**src/hw/snp_regs.vh**
```
`ifndef SNP_REGS_VH
`define SNP_REGS_VH
`define SNP_CLK_HZ   100000000
`define SNP_MS_CYC   32'h000186A0
`define SNP_A_CTRL   8'h00
`define SNP_A_MATCH  8'h04
`define SNP_A_GAP    8'h08
`define SNP_A_STAT   8'h0C
`define SNP_CTRL_RST 32'h00050300
`define SNP_MATCH_RST 32'h00000000
`define SNP_GAP_RST  32'h0000000C
`define SNP_C_DIS    0
`define SNP_C_PACK   1
`define SNP_C_ALT    2
`define SNP_C_M2     3
`define SNP_C_FRAME  4
`define SNP_C_PAR    5
`define SNP_C_ODD    6
`define SNP_C_STOP2  7
`define SNP_C_DBITS  9:8
`define SNP_C_TRAIL  15:12
`define SNP_C_BAUD   19:16
`define SNP_C_FI_ACT 20
`define SNP_C_FI_PAS 21
`define SNP_C_FI_CLS 22
`define SNP_C_FO_ACT 23
`define SNP_C_FO_PAS 24
`define SNP_C_FO_CLS 25
`define SNP_M_B1     7:0
`define SNP_M_B2     15:8
`define SNP_G_MS     7:0
`define SNP_S_CNT    4:0
`define SNP_S_PERR   8
`define SNP_S_FERR   9
`define SNP_S_OVR    10
`define SNP_STD_THR  5'h08
`define SNP_DEPTH    5'h10
`define SNP_RESP_OK  2'h0
`define SNP_RESP_ERR 2'h2
`define SNP_B300     300
`define SNP_B600     600
`define SNP_B1200    1200
`define SNP_B2400    2400
`define SNP_B4800    4800
`define SNP_B9600    9600
`define SNP_B19200   19200
`define SNP_B38400   38400
`define SNP_B57600   57600
`define SNP_B115200  115200
`define SNP_B230400  230400
`define SNP_B460800  460800
`define SNP_B921600  921600
`endif

```
**src/hw/snp_top.v**
```verilog
// The implementer's own choices: register access over AXI4-Lite and the register offsets.
`timescale 1ns/100ps
`include "snp_regs.vh"

module snp_fifo #(
    parameter W  = 8,
    parameter D  = 16,
    parameter AW = 4
) (
    input  wire          clock_i,
    input  wire          reset_i,
    input  wire          ce_i,
    input  wire          flush_i,
    input  wire          in_valid_i,
    output wire          in_ready_o,
    input  wire [W-1:0]  in_data_i,
    output wire          out_valid_o,
    input  wire          out_ready_i,
    output wire [W-1:0]  out_data_o,
    output wire [AW:0]   count_o
);
    reg [W-1:0]  mem_reg [0:D-1];
    reg [AW-1:0] wp_reg;
    reg [AW-1:0] rp_reg;
    reg [AW:0]   cnt_reg;
    wire         push = in_valid_i && in_ready_o;
    wire         pop  = out_valid_o && out_ready_i;

    assign in_ready_o  = (cnt_reg != D[AW:0]);
    assign out_valid_o = (cnt_reg != {(AW+1){1'b0}});
    assign out_data_o  = mem_reg[rp_reg];
    assign count_o     = cnt_reg;

    always @(posedge clock_i) begin
        if (reset_i || (ce_i && flush_i)) begin
            wp_reg  <= {AW{1'b0}};
            rp_reg  <= {AW{1'b0}};
            cnt_reg <= {(AW+1){1'b0}};
        end else if (ce_i) begin
            if (push) begin
                mem_reg[wp_reg] <= in_data_i;
                wp_reg          <= wp_reg + 1'b1;
            end
            if (pop)
                rp_reg <= rp_reg + 1'b1;
            cnt_reg <= cnt_reg + {{AW{1'b0}}, push} - {{AW{1'b0}}, pop};
        end
    end
endmodule

// Behaviour
// - On the first channel a control bit stops all serial traffic.
// - Baud is 300 to 921600 in the listed steps, 9600 after reset.
// - The data bit count serves transmitter and receiver alike.
// - Parity is configurable and off after reset.
// - Each character ends with its stop bits after data and parity.
// - With packing on, a standard or alternate close policy applies.
// - A pending packet is sent after the gap time of idle input, 12 ms by default.
// - In two-byte mode a group ends only on both match bytes in order.
// - A match byte of 00 disables matching.
// - With matching on, the frame-only bit stops the idle gap from closing a packet.
// - After a match the set number of trailing bytes joins the packet.
// - The input buffer flushes on active open, passive open and close if enabled.
// - The output buffer flushes on the same three events if enabled.
module snp_top #(
    parameter       FIRST_CHAN = 1,
    parameter [31:0] MS_CYCLES = `SNP_MS_CYC
) (
    input  wire        clock_i,
    input  wire        reset_i,
    input  wire        ce_i,
    input  wire [7:0]  s_axi_awaddr,
    input  wire        s_axi_awvalid,
    output wire        s_axi_awready,
    input  wire [31:0] s_axi_wdata,
    input  wire [3:0]  s_axi_wstrb,
    input  wire        s_axi_wvalid,
    output wire        s_axi_wready,
    output wire [1:0]  s_axi_bresp,
    output wire        s_axi_bvalid,
    input  wire        s_axi_bready,
    input  wire [7:0]  s_axi_araddr,
    input  wire        s_axi_arvalid,
    output wire        s_axi_arready,
    output wire [31:0] s_axi_rdata,
    output wire [1:0]  s_axi_rresp,
    output wire        s_axi_rvalid,
    input  wire        s_axi_rready,
    input  wire        rxd_i,
    output wire        txd_o,
    input  wire        conn_active_i,
    input  wire        conn_passive_i,
    input  wire        conn_close_i,
    output wire [7:0]  net_data_o,
    output wire        net_last_o,
    output wire        net_valid_o,
    input  wire        net_ready_i,
    input  wire [7:0]  net_in_data_i,
    input  wire        net_in_valid_i,
    output wire        net_in_ready_o
);
    localparam [2:0] S_IDLE  = 3'h0;
    localparam [2:0] S_START = 3'h1;
    localparam [2:0] S_DATA  = 3'h2;
    localparam [2:0] S_PAR   = 3'h3;
    localparam [2:0] S_STOP  = 3'h4;

    function [18:0] baud_div;
        input [3:0] sel;
        reg [31:0] b;
        begin
            case (sel)
                4'h0: b = `SNP_B300;
                4'h1: b = `SNP_B600;
                4'h2: b = `SNP_B1200;
                4'h3: b = `SNP_B2400;
                4'h4: b = `SNP_B4800;
                4'h6: b = `SNP_B19200;
                4'h7: b = `SNP_B38400;
                4'h8: b = `SNP_B57600;
                4'h9: b = `SNP_B115200;
                4'hA: b = `SNP_B230400;
                4'hB: b = `SNP_B460800;
                4'hC: b = `SNP_B921600;
                default: b = `SNP_B9600;
            endcase
            b = `SNP_CLK_HZ / b;
            baud_div = b[18:0];
        end
    endfunction

    function [7:0] dmask;
        input [1:0] code;
        begin
            dmask = 8'hFF >> (2'h3 - code);
        end
    endfunction

    function [31:0] merge;
        input [31:0] old;
        input [31:0] d;
        input [3:0]  s;
        integer i;
        begin
            merge = old;
            for (i = 0; i < 4; i = i + 1)
                if (s[i])
                    merge[i*8 +: 8] = d[i*8 +: 8];
        end
    endfunction

    reg [31:0] ctrl_reg, match_reg, gap_reg;
    reg        awrdy_reg, wrdy_reg, bvalid_reg, arrdy_reg, rvalid_reg;
    reg        awf_reg, wf_reg;
    reg [7:0]  awa_reg;
    reg [31:0] wd_reg, rdata_reg;
    reg [3:0]  ws_reg;
    reg [1:0]  bresp_reg, rresp_reg;
    reg        perr_reg, ferr_reg, ovr_reg;

    wire [18:0] div   = baud_div(ctrl_reg[`SNP_C_BAUD]);
    wire [1:0]  dbits = ctrl_reg[`SNP_C_DBITS];
    wire        dis   = (FIRST_CHAN != 0) && ctrl_reg[`SNP_C_DIS];
    wire [4:0]  in_cnt;

    wire aw_ok = (awa_reg == `SNP_A_CTRL) || (awa_reg == `SNP_A_MATCH) ||
                 (awa_reg == `SNP_A_GAP);
    wire [31:0] status = {21'h0, ovr_reg, ferr_reg, perr_reg, 3'h0, in_cnt};

    always @(posedge clock_i) begin
        if (reset_i) begin
            ctrl_reg   <= `SNP_CTRL_RST;
            match_reg  <= `SNP_MATCH_RST;
            gap_reg    <= `SNP_GAP_RST;
            awrdy_reg  <= 1'b0;
            wrdy_reg   <= 1'b0;
            awf_reg    <= 1'b0;
            wf_reg     <= 1'b0;
            bvalid_reg <= 1'b0;
            arrdy_reg  <= 1'b0;
            rvalid_reg <= 1'b0;
            awa_reg    <= 8'h00;
            wd_reg     <= 32'h0;
            ws_reg     <= 4'h0;
            bresp_reg  <= `SNP_RESP_OK;
            rresp_reg  <= `SNP_RESP_OK;
            rdata_reg  <= 32'h0;
        end else if (ce_i) begin
            if (!awf_reg && !bvalid_reg)
                awrdy_reg <= 1'b1;
            if (!wf_reg && !bvalid_reg)
                wrdy_reg <= 1'b1;
            if (awrdy_reg && s_axi_awvalid) begin
                awrdy_reg <= 1'b0;
                awf_reg   <= 1'b1;
                awa_reg   <= {s_axi_awaddr[7:2], 2'h0};
            end
            if (wrdy_reg && s_axi_wvalid) begin
                wrdy_reg <= 1'b0;
                wf_reg   <= 1'b1;
                wd_reg   <= s_axi_wdata;
                ws_reg   <= s_axi_wstrb;
            end
            if (awf_reg && wf_reg && !bvalid_reg) begin
                awf_reg    <= 1'b0;
                wf_reg     <= 1'b0;
                bvalid_reg <= 1'b1;
                bresp_reg  <= aw_ok ? `SNP_RESP_OK : `SNP_RESP_ERR;
                if (awa_reg == `SNP_A_CTRL)
                    ctrl_reg <= merge(ctrl_reg, wd_reg, ws_reg);
                if (awa_reg == `SNP_A_MATCH)
                    match_reg <= merge(match_reg, wd_reg, ws_reg);
                if (awa_reg == `SNP_A_GAP)
                    gap_reg <= merge(gap_reg, wd_reg, ws_reg);
            end
            if (bvalid_reg && s_axi_bready)
                bvalid_reg <= 1'b0;
            if (!rvalid_reg && !arrdy_reg)
                arrdy_reg <= 1'b1;
            if (arrdy_reg && s_axi_arvalid) begin
                arrdy_reg  <= 1'b0;
                rvalid_reg <= 1'b1;
                rresp_reg  <= `SNP_RESP_OK;
                case ({s_axi_araddr[7:2], 2'h0})
                    `SNP_A_CTRL:  rdata_reg <= ctrl_reg;
                    `SNP_A_MATCH: rdata_reg <= match_reg;
                    `SNP_A_GAP:   rdata_reg <= gap_reg;
                    `SNP_A_STAT:  rdata_reg <= status;
                    default: begin
                        rdata_reg <= 32'h0;
                        rresp_reg <= `SNP_RESP_ERR;
                    end
                endcase
            end
            if (rvalid_reg && s_axi_rready)
                rvalid_reg <= 1'b0;
        end
    end

    reg        rs1_reg, rs2_reg;
    reg [2:0]  rst_reg;
    reg [18:0] rtm_reg;
    reg [2:0]  rbit_reg;
    reg [7:0]  rsh_reg;
    reg        rstb_reg;
    always @(posedge clock_i) begin
        if (reset_i) begin
            rs1_reg  <= 1'b1;
            rs2_reg  <= 1'b1;
            rst_reg  <= S_IDLE;
            rtm_reg  <= 19'h0;
            rbit_reg <= 3'h0;
            rsh_reg  <= 8'h00;
            rstb_reg <= 1'b0;
            perr_reg <= 1'b0;
            ferr_reg <= 1'b0;
        end else if (ce_i) begin
            rs1_reg  <= rxd_i;
            rs2_reg  <= rs1_reg;
            rstb_reg <= 1'b0;
            if (rtm_reg != 19'h0)
                rtm_reg <= rtm_reg - 19'h1;
            case (rst_reg)
                S_IDLE: if (!rs2_reg && !dis) begin
                    rst_reg <= S_START;
                    rtm_reg <= {1'b0, div[18:1]};
                end
                S_START: if (rtm_reg == 19'h0) begin
                    rst_reg  <= rs2_reg ? S_IDLE : S_DATA;
                    rtm_reg  <= div - 19'h1;
                    rbit_reg <= 3'h0;
                    rsh_reg  <= 8'h00;
                end
                S_DATA: if (rtm_reg == 19'h0) begin
                    rsh_reg[rbit_reg] <= rs2_reg;
                    rbit_reg <= rbit_reg + 3'h1;
                    rtm_reg  <= div - 19'h1;
                    if (rbit_reg == {1'b1, dbits})
                        rst_reg <= ctrl_reg[`SNP_C_PAR] ? S_PAR : S_STOP;
                end
                S_PAR: if (rtm_reg == 19'h0) begin
                    perr_reg <= rs2_reg ^ ctrl_reg[`SNP_C_ODD] ^
                                (^(rsh_reg & dmask(dbits)));
                    rst_reg  <= S_STOP;
                    rtm_reg  <= div - 19'h1;
                end
                S_STOP: if (rtm_reg == 19'h0) begin
                    ferr_reg <= !rs2_reg;
                    rstb_reg <= !dis;
                    rst_reg  <= S_IDLE;
                end
                default: rst_reg <= S_IDLE;
            endcase
        end
    end

    wire        in_rdy, in_vld;
    wire [7:0]  in_q;
    reg  [4:0]  pend_reg, rel_reg;
    reg  [3:0]  trl_reg;
    reg         trla_reg, m1_reg;
    reg  [16:0] pre_reg;
    reg  [7:0]  ms_reg;
    reg  [7:0]  nd_reg;
    reg         nv_reg, nl_reg;
    wire [7:0]  mb1 = match_reg[`SNP_M_B1];
    wire [7:0]  mb2 = match_reg[`SNP_M_B2];
    wire        m2  = ctrl_reg[`SNP_C_M2];
    wire        mon = (mb1 != 8'h00) && (!m2 || mb2 != 8'h00);
    wire        push = rstb_reg && in_rdy;
    wire        hit1 = (rsh_reg == mb1);
    wire        hit  = push && mon && (m2 ? (m1_reg && rsh_reg == mb2) : hit1);
    wire [3:0]  ntrl = ctrl_reg[`SNP_C_TRAIL];
    wire        mcls = (hit && ntrl == 4'h0) ||
                       (push && trla_reg && trl_reg == 4'h1);
    wire [4:0]  pend_p = pend_reg + {4'h0, push};
    wire [4:0]  thr = ctrl_reg[`SNP_C_ALT] ? `SNP_DEPTH : `SNP_STD_THR;
    wire        icls = !rstb_reg && pend_reg != 5'h0 && ms_reg >= gap_reg[`SNP_G_MS] &&
                       !(ctrl_reg[`SNP_C_FRAME] && mon);
    wire        close = !ctrl_reg[`SNP_C_PACK] ? push :
                        (mcls || icls || pend_p >= thr);
    wire        pop = in_vld && rel_reg != 5'h0 && (!nv_reg || net_ready_i);
    wire        fl_in = (conn_active_i && ctrl_reg[`SNP_C_FI_ACT]) ||
                        (conn_passive_i && ctrl_reg[`SNP_C_FI_PAS]) ||
                        (conn_close_i && ctrl_reg[`SNP_C_FI_CLS]);
    wire        fl_out = (conn_active_i && ctrl_reg[`SNP_C_FO_ACT]) ||
                         (conn_passive_i && ctrl_reg[`SNP_C_FO_PAS]) ||
                         (conn_close_i && ctrl_reg[`SNP_C_FO_CLS]);

    snp_fifo #(.W(8), .D(`SNP_DEPTH), .AW(4)) u_in (
        .clock_i     (clock_i),
        .reset_i     (reset_i),
        .ce_i        (ce_i),
        .flush_i     (fl_in),
        .in_valid_i  (rstb_reg),
        .in_ready_o  (in_rdy),
        .in_data_i   (rsh_reg),
        .out_valid_o (in_vld),
        .out_ready_i (pop),
        .out_data_o  (in_q),
        .count_o     (in_cnt)
    );

    always @(posedge clock_i) begin
        if (reset_i || (ce_i && fl_in)) begin
            pend_reg <= 5'h0;
            rel_reg  <= 5'h0;
            trl_reg  <= 4'h0;
            trla_reg <= 1'b0;
            m1_reg   <= 1'b0;
            pre_reg  <= 17'h0;
            ms_reg   <= 8'h00;
            nd_reg   <= 8'h00;
            nv_reg   <= 1'b0;
            nl_reg   <= 1'b0;
            if (reset_i)
                ovr_reg <= 1'b0;
        end else if (ce_i) begin
            if (rstb_reg && !in_rdy)
                ovr_reg <= 1'b1;
            if (push)
                m1_reg <= hit1;
            if (hit && ntrl != 4'h0) begin
                trla_reg <= 1'b1;
                trl_reg  <= ntrl;
            end else if (push && trla_reg) begin
                trl_reg  <= trl_reg - 4'h1;
                trla_reg <= (trl_reg != 4'h1);
            end
            if (close) begin
                pend_reg <= 5'h0;
                trla_reg <= 1'b0;
            end else
                pend_reg <= pend_p;
            rel_reg <= rel_reg - {4'h0, pop} + (close ? pend_p : 5'h0);
            if (rstb_reg || mcls) begin
                pre_reg <= 17'h0;
                ms_reg  <= 8'h00;
            end else if ({15'h0, pre_reg} == MS_CYCLES - 32'h1) begin
                pre_reg <= 17'h0;
                if (ms_reg != 8'hFF)
                    ms_reg <= ms_reg + 8'h01;
            end else
                pre_reg <= pre_reg + 17'h1;
            if (pop) begin
                nd_reg <= in_q;
                nv_reg <= 1'b1;
                nl_reg <= (rel_reg == 5'h1);
            end else if (net_ready_i)
                nv_reg <= 1'b0;
        end
    end

    wire        ob_vld;
    wire [7:0]  ob_q;
    wire [4:0]  ob_cnt;
    reg         nrdy_reg, txd_reg, stp_reg, tpar_reg;
    reg  [2:0]  tst_reg, tbit_reg;
    reg  [18:0] ttm_reg;
    reg  [7:0]  tsh_reg;
    wire        tpop = (tst_reg == S_IDLE) && ob_vld && !dis;

    snp_fifo #(.W(8), .D(`SNP_DEPTH), .AW(4)) u_out (
        .clock_i     (clock_i),
        .reset_i     (reset_i),
        .ce_i        (ce_i),
        .flush_i     (fl_out),
        .in_valid_i  (net_in_valid_i && nrdy_reg),
        .in_ready_o  (),
        .in_data_i   (net_in_data_i),
        .out_valid_o (ob_vld),
        .out_ready_i (tpop),
        .out_data_o  (ob_q),
        .count_o     (ob_cnt)
    );

    always @(posedge clock_i) begin
        if (reset_i) begin
            nrdy_reg <= 1'b0;
            txd_reg  <= 1'b1;
            tst_reg  <= S_IDLE;
            tbit_reg <= 3'h0;
            ttm_reg  <= 19'h0;
            tsh_reg  <= 8'h00;
            stp_reg  <= 1'b0;
            tpar_reg <= 1'b0;
        end else if (ce_i) begin
            // Ready is registered, so it looks one word ahead.
            nrdy_reg <= (ob_cnt < `SNP_DEPTH - 5'h01) || fl_out;
            if (ttm_reg != 19'h0)
                ttm_reg <= ttm_reg - 19'h1;
            case (tst_reg)
                S_IDLE: if (tpop) begin
                    tsh_reg  <= ob_q & dmask(dbits);
                    tpar_reg <= ctrl_reg[`SNP_C_ODD] ^ (^(ob_q & dmask(dbits)));
                    txd_reg  <= 1'b0;
                    ttm_reg  <= div - 19'h1;
                    tbit_reg <= 3'h0;
                    tst_reg  <= S_START;
                end
                S_START, S_DATA: if (ttm_reg == 19'h0) begin
                    ttm_reg <= div - 19'h1;
                    if (tst_reg == S_DATA && tbit_reg == {1'b1, dbits}) begin
                        tst_reg <= ctrl_reg[`SNP_C_PAR] ? S_PAR : S_STOP;
                        txd_reg <= ctrl_reg[`SNP_C_PAR] ? tpar_reg : 1'b1;
                        stp_reg <= ctrl_reg[`SNP_C_STOP2];
                    end else begin
                        txd_reg  <= tsh_reg[0];
                        tsh_reg  <= {1'b0, tsh_reg[7:1]};
                        tbit_reg <= (tst_reg == S_DATA) ? tbit_reg + 3'h1 : 3'h0;
                        tst_reg  <= S_DATA;
                    end
                end
                S_PAR: if (ttm_reg == 19'h0) begin
                    txd_reg <= 1'b1;
                    ttm_reg <= div - 19'h1;
                    tst_reg <= S_STOP;
                end
                S_STOP: if (ttm_reg == 19'h0) begin
                    stp_reg <= 1'b0;
                    ttm_reg <= div - 19'h1;
                    if (!stp_reg)
                        tst_reg <= S_IDLE;
                end
                default: tst_reg <= S_IDLE;
            endcase
        end
    end

    assign s_axi_awready  = awrdy_reg;
    assign s_axi_wready   = wrdy_reg;
    assign s_axi_bvalid   = bvalid_reg;
    assign s_axi_bresp    = bresp_reg;
    assign s_axi_arready  = arrdy_reg;
    assign s_axi_rvalid   = rvalid_reg;
    assign s_axi_rdata    = rdata_reg;
    assign s_axi_rresp    = rresp_reg;
    assign txd_o          = txd_reg;
    assign net_data_o     = nd_reg;
    assign net_valid_o    = nv_reg;
    assign net_last_o     = nl_reg;
    assign net_in_ready_o = nrdy_reg;
endmodule

```
**config.mk**
```make
export PLATFORM = sky130hd
export DESIGN_NAME = snp_top
export DESIGN_NICKNAME = d
export VERILOG_FILES = /design/src/hw/snp_top.v
export VERILOG_INCLUDE_DIRS = /design/src /design/src/hw
export SDC_FILE = /design/constraint.sdc
export NUM_CORES = 2
export LEC_CHECK = 0
export BUFFER_PORTS_ARGS = -buffer_cell sky130_fd_sc_hd__buf_2
export CAP_MARGIN = 10
export CORE_MARGIN = 3
export CORE_UTILIZATION = 25
export CTS_CLUSTER_SIZE = 40
export DETAILED_ROUTE_END_ITERATION = 10
export GPL_TIMING_DRIVEN = 0
export SETUP_SLACK_MARGIN = 0.3
export SLEW_MARGIN = 15
export SYNTH_ARGS = -nofsm -noshare
export SYNTH_HDL_FRONTEND = slang
export SYNTH_SLANG_ARGS = --single-unit
```
**constraint.sdc**
```tcl
create_clock -name clock_i -period 99.6 [get_ports clock_i]
set_input_delay 9.96 -clock clock_i [delete_from_list [all_inputs] [get_ports clock_i]]
set_output_delay 9.96 -clock clock_i [all_outputs]
set_load 0.02 [all_outputs]
```
==> results.sh <==
export IMPL_status="complete, no violations"
export IMPL_cp_slowest_cell="or4_1"
export IMPL_hpwlAfterDp_um=126000
export IMPL_htreeDepth=2
export IMPL_antenna_found_initial=7
export IMPL_cts_root_buf="clkbuf_16"
export IMPL_hold_class="register to register"
export IMPL_die_area_mm2=0.208
export IMPL_vias_per_cell=5.27
export IMPL_synth_most_common_cell="nor2_1"
export IMPL_synth_ff_type="dfxtp_1"
export IMPL_dr_pass1_iters=7
export IMPL_start_util=0.252
export IMPL_layout_drive_gt1_share=0.101
export IMPL_rsz0062_at_grt="false"
export IMPL_grt_pass1_vias=45400
export IMPL_clk_pin_slew_ns=0.06
export IMPL_path_buf_inv=50
export IMPL_path_max_fanout=13
export IMPL_wl_per_cell_um=18.7
export IMPL_synthTopCellsByCount="708 x nor2_1, 551 x nand2_1, 495 x a21oi_1"
export IMPL_max_stage_delay_ns=0.61
export IMPL_cts_buffers=55
export IMPL_use_met2=0.251
export IMPL_grt_use_met3=0.0224
export IMPL_synthDominantCellAreaShare=0.153
export IMPL_drt_iter0_drc=3765
export IMPL_grt_pass1_wl_um=255000
export IMPL_cp_data_arrival_time_ns=92.40
export IMPL_cp_top_family="compound AO/OA/AOI/OAI gates"
export IMPL_row_count=164
export IMPL_grt_remaining_overflow=0
export IMPL_crit_path_frequent_cell="o21ai_0"
export IMPL_synth_warnings=0
export IMPL_finalHoldViolCount=0
export IMPL_synth_cell_types=123
export IMPL_cts_buffer_depth=3
export IMPL_grt_max_degree=29
export IMPL_gr_max_usage_layer="met2"
export IMPL_post_synth_cell_area_avg_um2=8.49
export IMPL_end_kind="register"
export IMPL_max_slew_margin_rel=0.172
export IMPL_grt_use_total=0.151
export IMPL_die_h_um=456
export IMPL_cts_tree="done"
export IMPL_ioPinCount=127
export IMPL_yosysSeqAreaShare=0.292
export IMPL_crit_path_start_kind="register"
export IMPL_fin_crit_ns=91.94
export IMPL_synth_area_mm2=0.0506
export IMPL_async_flop_share=0
export IMPL_multi_input_area_mm2=0.0341
export IMPL_final_seq_area_mm2=0.0148
export IMPL_netlist_instances=5961
export IMPL_drt_wl_total_um=165000
export IMPL_crit_type="register to register"
export IMPL_layout_nets=6647
export IMPL_period_share=0.923
export IMPL_met1_usage=0.200
export IMPL_rrSetupSlack_ns=7.66
export IMPL_core_area_mm2=0.200
export IMPL_drc=0
export IMPL_synth_edf_count=257
export IMPL_die_w_um=456
export IMPL_synth_top_area_cell="edfxtp_1"
export IMPL_slew_violations=0
export IMPL_ys_ff_latch=610
export IMPL_worstPathRequired_ns=100.06
export IMPL_setup_viol=0
export IMPL_io_buffer_count=117
export IMPL_max_cap_violations=0
export IMPL_clk_latency_ns=0.63
export IMPL_synthTopCellsByArea="edfxtp_1 15%, dfxtp_1 14%, ha_1 10%"
export IMPL_gp_congestion=0.934
export IMPL_fmax_ghz=0.0109
export IMPL_area_growth_pct=12.2
export IMPL_setup_tns_final_ns=0
export IMPL_holdWs_ns=0.456
export IMPL_nFillCells=21200
export IMPL_clock_skew_ns=0.0353
export IMPL_cts_sinks=610
export IMPL_worstMarginPinSlew_ns=1.24
export IMPL_ant_nets=0
export IMPL_cts_hold_buf=0
export IMPL_vias=46700
-- worst paths after layout --
path                                 from                           end  cells past startpoint
max                              register      rtm_reg[14]$_SDFFE_PP0P_                    391
min          s_axi_rdata[28]$_SDFFE_PP0P_  s_axi_rdata[28]$_SDFFE_PP0P_                      2
max reg2reg                      register      rtm_reg[14]$_SDFFE_PP0P_                    391
min reg2reg  s_axi_rdata[28]$_SDFFE_PP0P_  s_axi_rdata[28]$_SDFFE_PP0P_                      2
-- placed cells by master (no fill, tap or decap), types with 19 or more instances in the layout --
cell       instances
a211o_1           23
a211oi_1          75
a21boi_0          39
a21o_1           127
a21oi_1          493
a22oi_1           27
a31oi_1           45
and2_1            61
and3_1            47
buf_1             25
buf_2            133
clkbuf_1         159
clkbuf_16         56
clkbuf_2          28
dfxtp_1          353
edfxtp_1         257
ha_1             417
inv_1            236
mux2_2            81
mux2i_1          182
mux4_2            88
nand2_1          550
nand2b_1          99
nand3_1          141
nand4_1           55
nor2_1           703
nor2b_1           31
nor3_1           136
nor4_1            41
o211ai_1          44
o21a_1           102
o21ai_0          315
o21bai_1          19
o31ai_1           52
or2_2             40
or3_1             55
xnor2_1          207
xor2_1           129
-- layout make-up --
class / instances / share of cell area
Multi-Input combinational cell: 4868 / 0.601
Sequential cell: 610 / 0.261
Tap cell: 2656 / 0.0586
Clock inverter: 40 / 0.00664
Clock buffer: 63 / 0.0255
Timing Repair Buffer: 134 / 0.0140
Buffer: 232 / 0.0172
Inverter: 252 / 0.0167
Antenna cell: 4 / 0.000176
-- stage by stage --
stage                util  area, um^2  instances  worst slack, ns
floorplan               -       50600       5962            25.11
global placement    0.272       54500       8735             3.44
detailed placement  0.273       54800       8750             2.90
CTS                 0.282       56600       8853             2.29
global route        0.283       56700       8856            0.391
finish              0.283       56800       8859             7.66
-- cells by family (layout without fill, tap and decap cells) --
kind of cell / after synthesis / count (layout) / share of synthesized area
AOI/OAI and AO/OA: 1668 / 1668 / 0.219
buffers and inverters: 484 / 721 / 0.0373
adders and majority gates: 420 / 420 / 0.104
DFF: 610 / 610 / 0.292
other: 1 / 6 / 0.0000741
xor gates and xnor gates: 337 / 337 / 0.0583
muxes: 354 / 354 / 0.0939
and+or+nand+nor: 2087 / 2087 / 0.195
-- worst reg2reg max path, delay by kind of cell (launching register included) --
family | cells | cell delay (ns)
AOI/OAI and AO/OA | 188 | 42.04
xor gates and xnor gates | 2 | 0.57
adders and majority gates | 30 | 9.73
buffers and inverters | 50 | 13.89
DFF | 1 | 0.33
muxes | 6 | 2.30
and+or+nand+nor | 115 | 23.05
-- routing by layer --
metal	wire, um	up-vias	part of all wire
met5	42	-	0.00025
met4	5730	8	0.035
met3	10500	303	0.063
met2	75400	1407	0.46
met1	73700	22600	0.45
li1	-	22400	-
-- repair_timing --
item / CTS / global route
resized for setup: 0 / 78
setup buffers: 0 / 2
endpoints found under the setup margin: 0 / 38
Power is left out: the tool's default activity adds up to more than one toggle a clock period on the data nets, which glitch-free logic cannot reach.
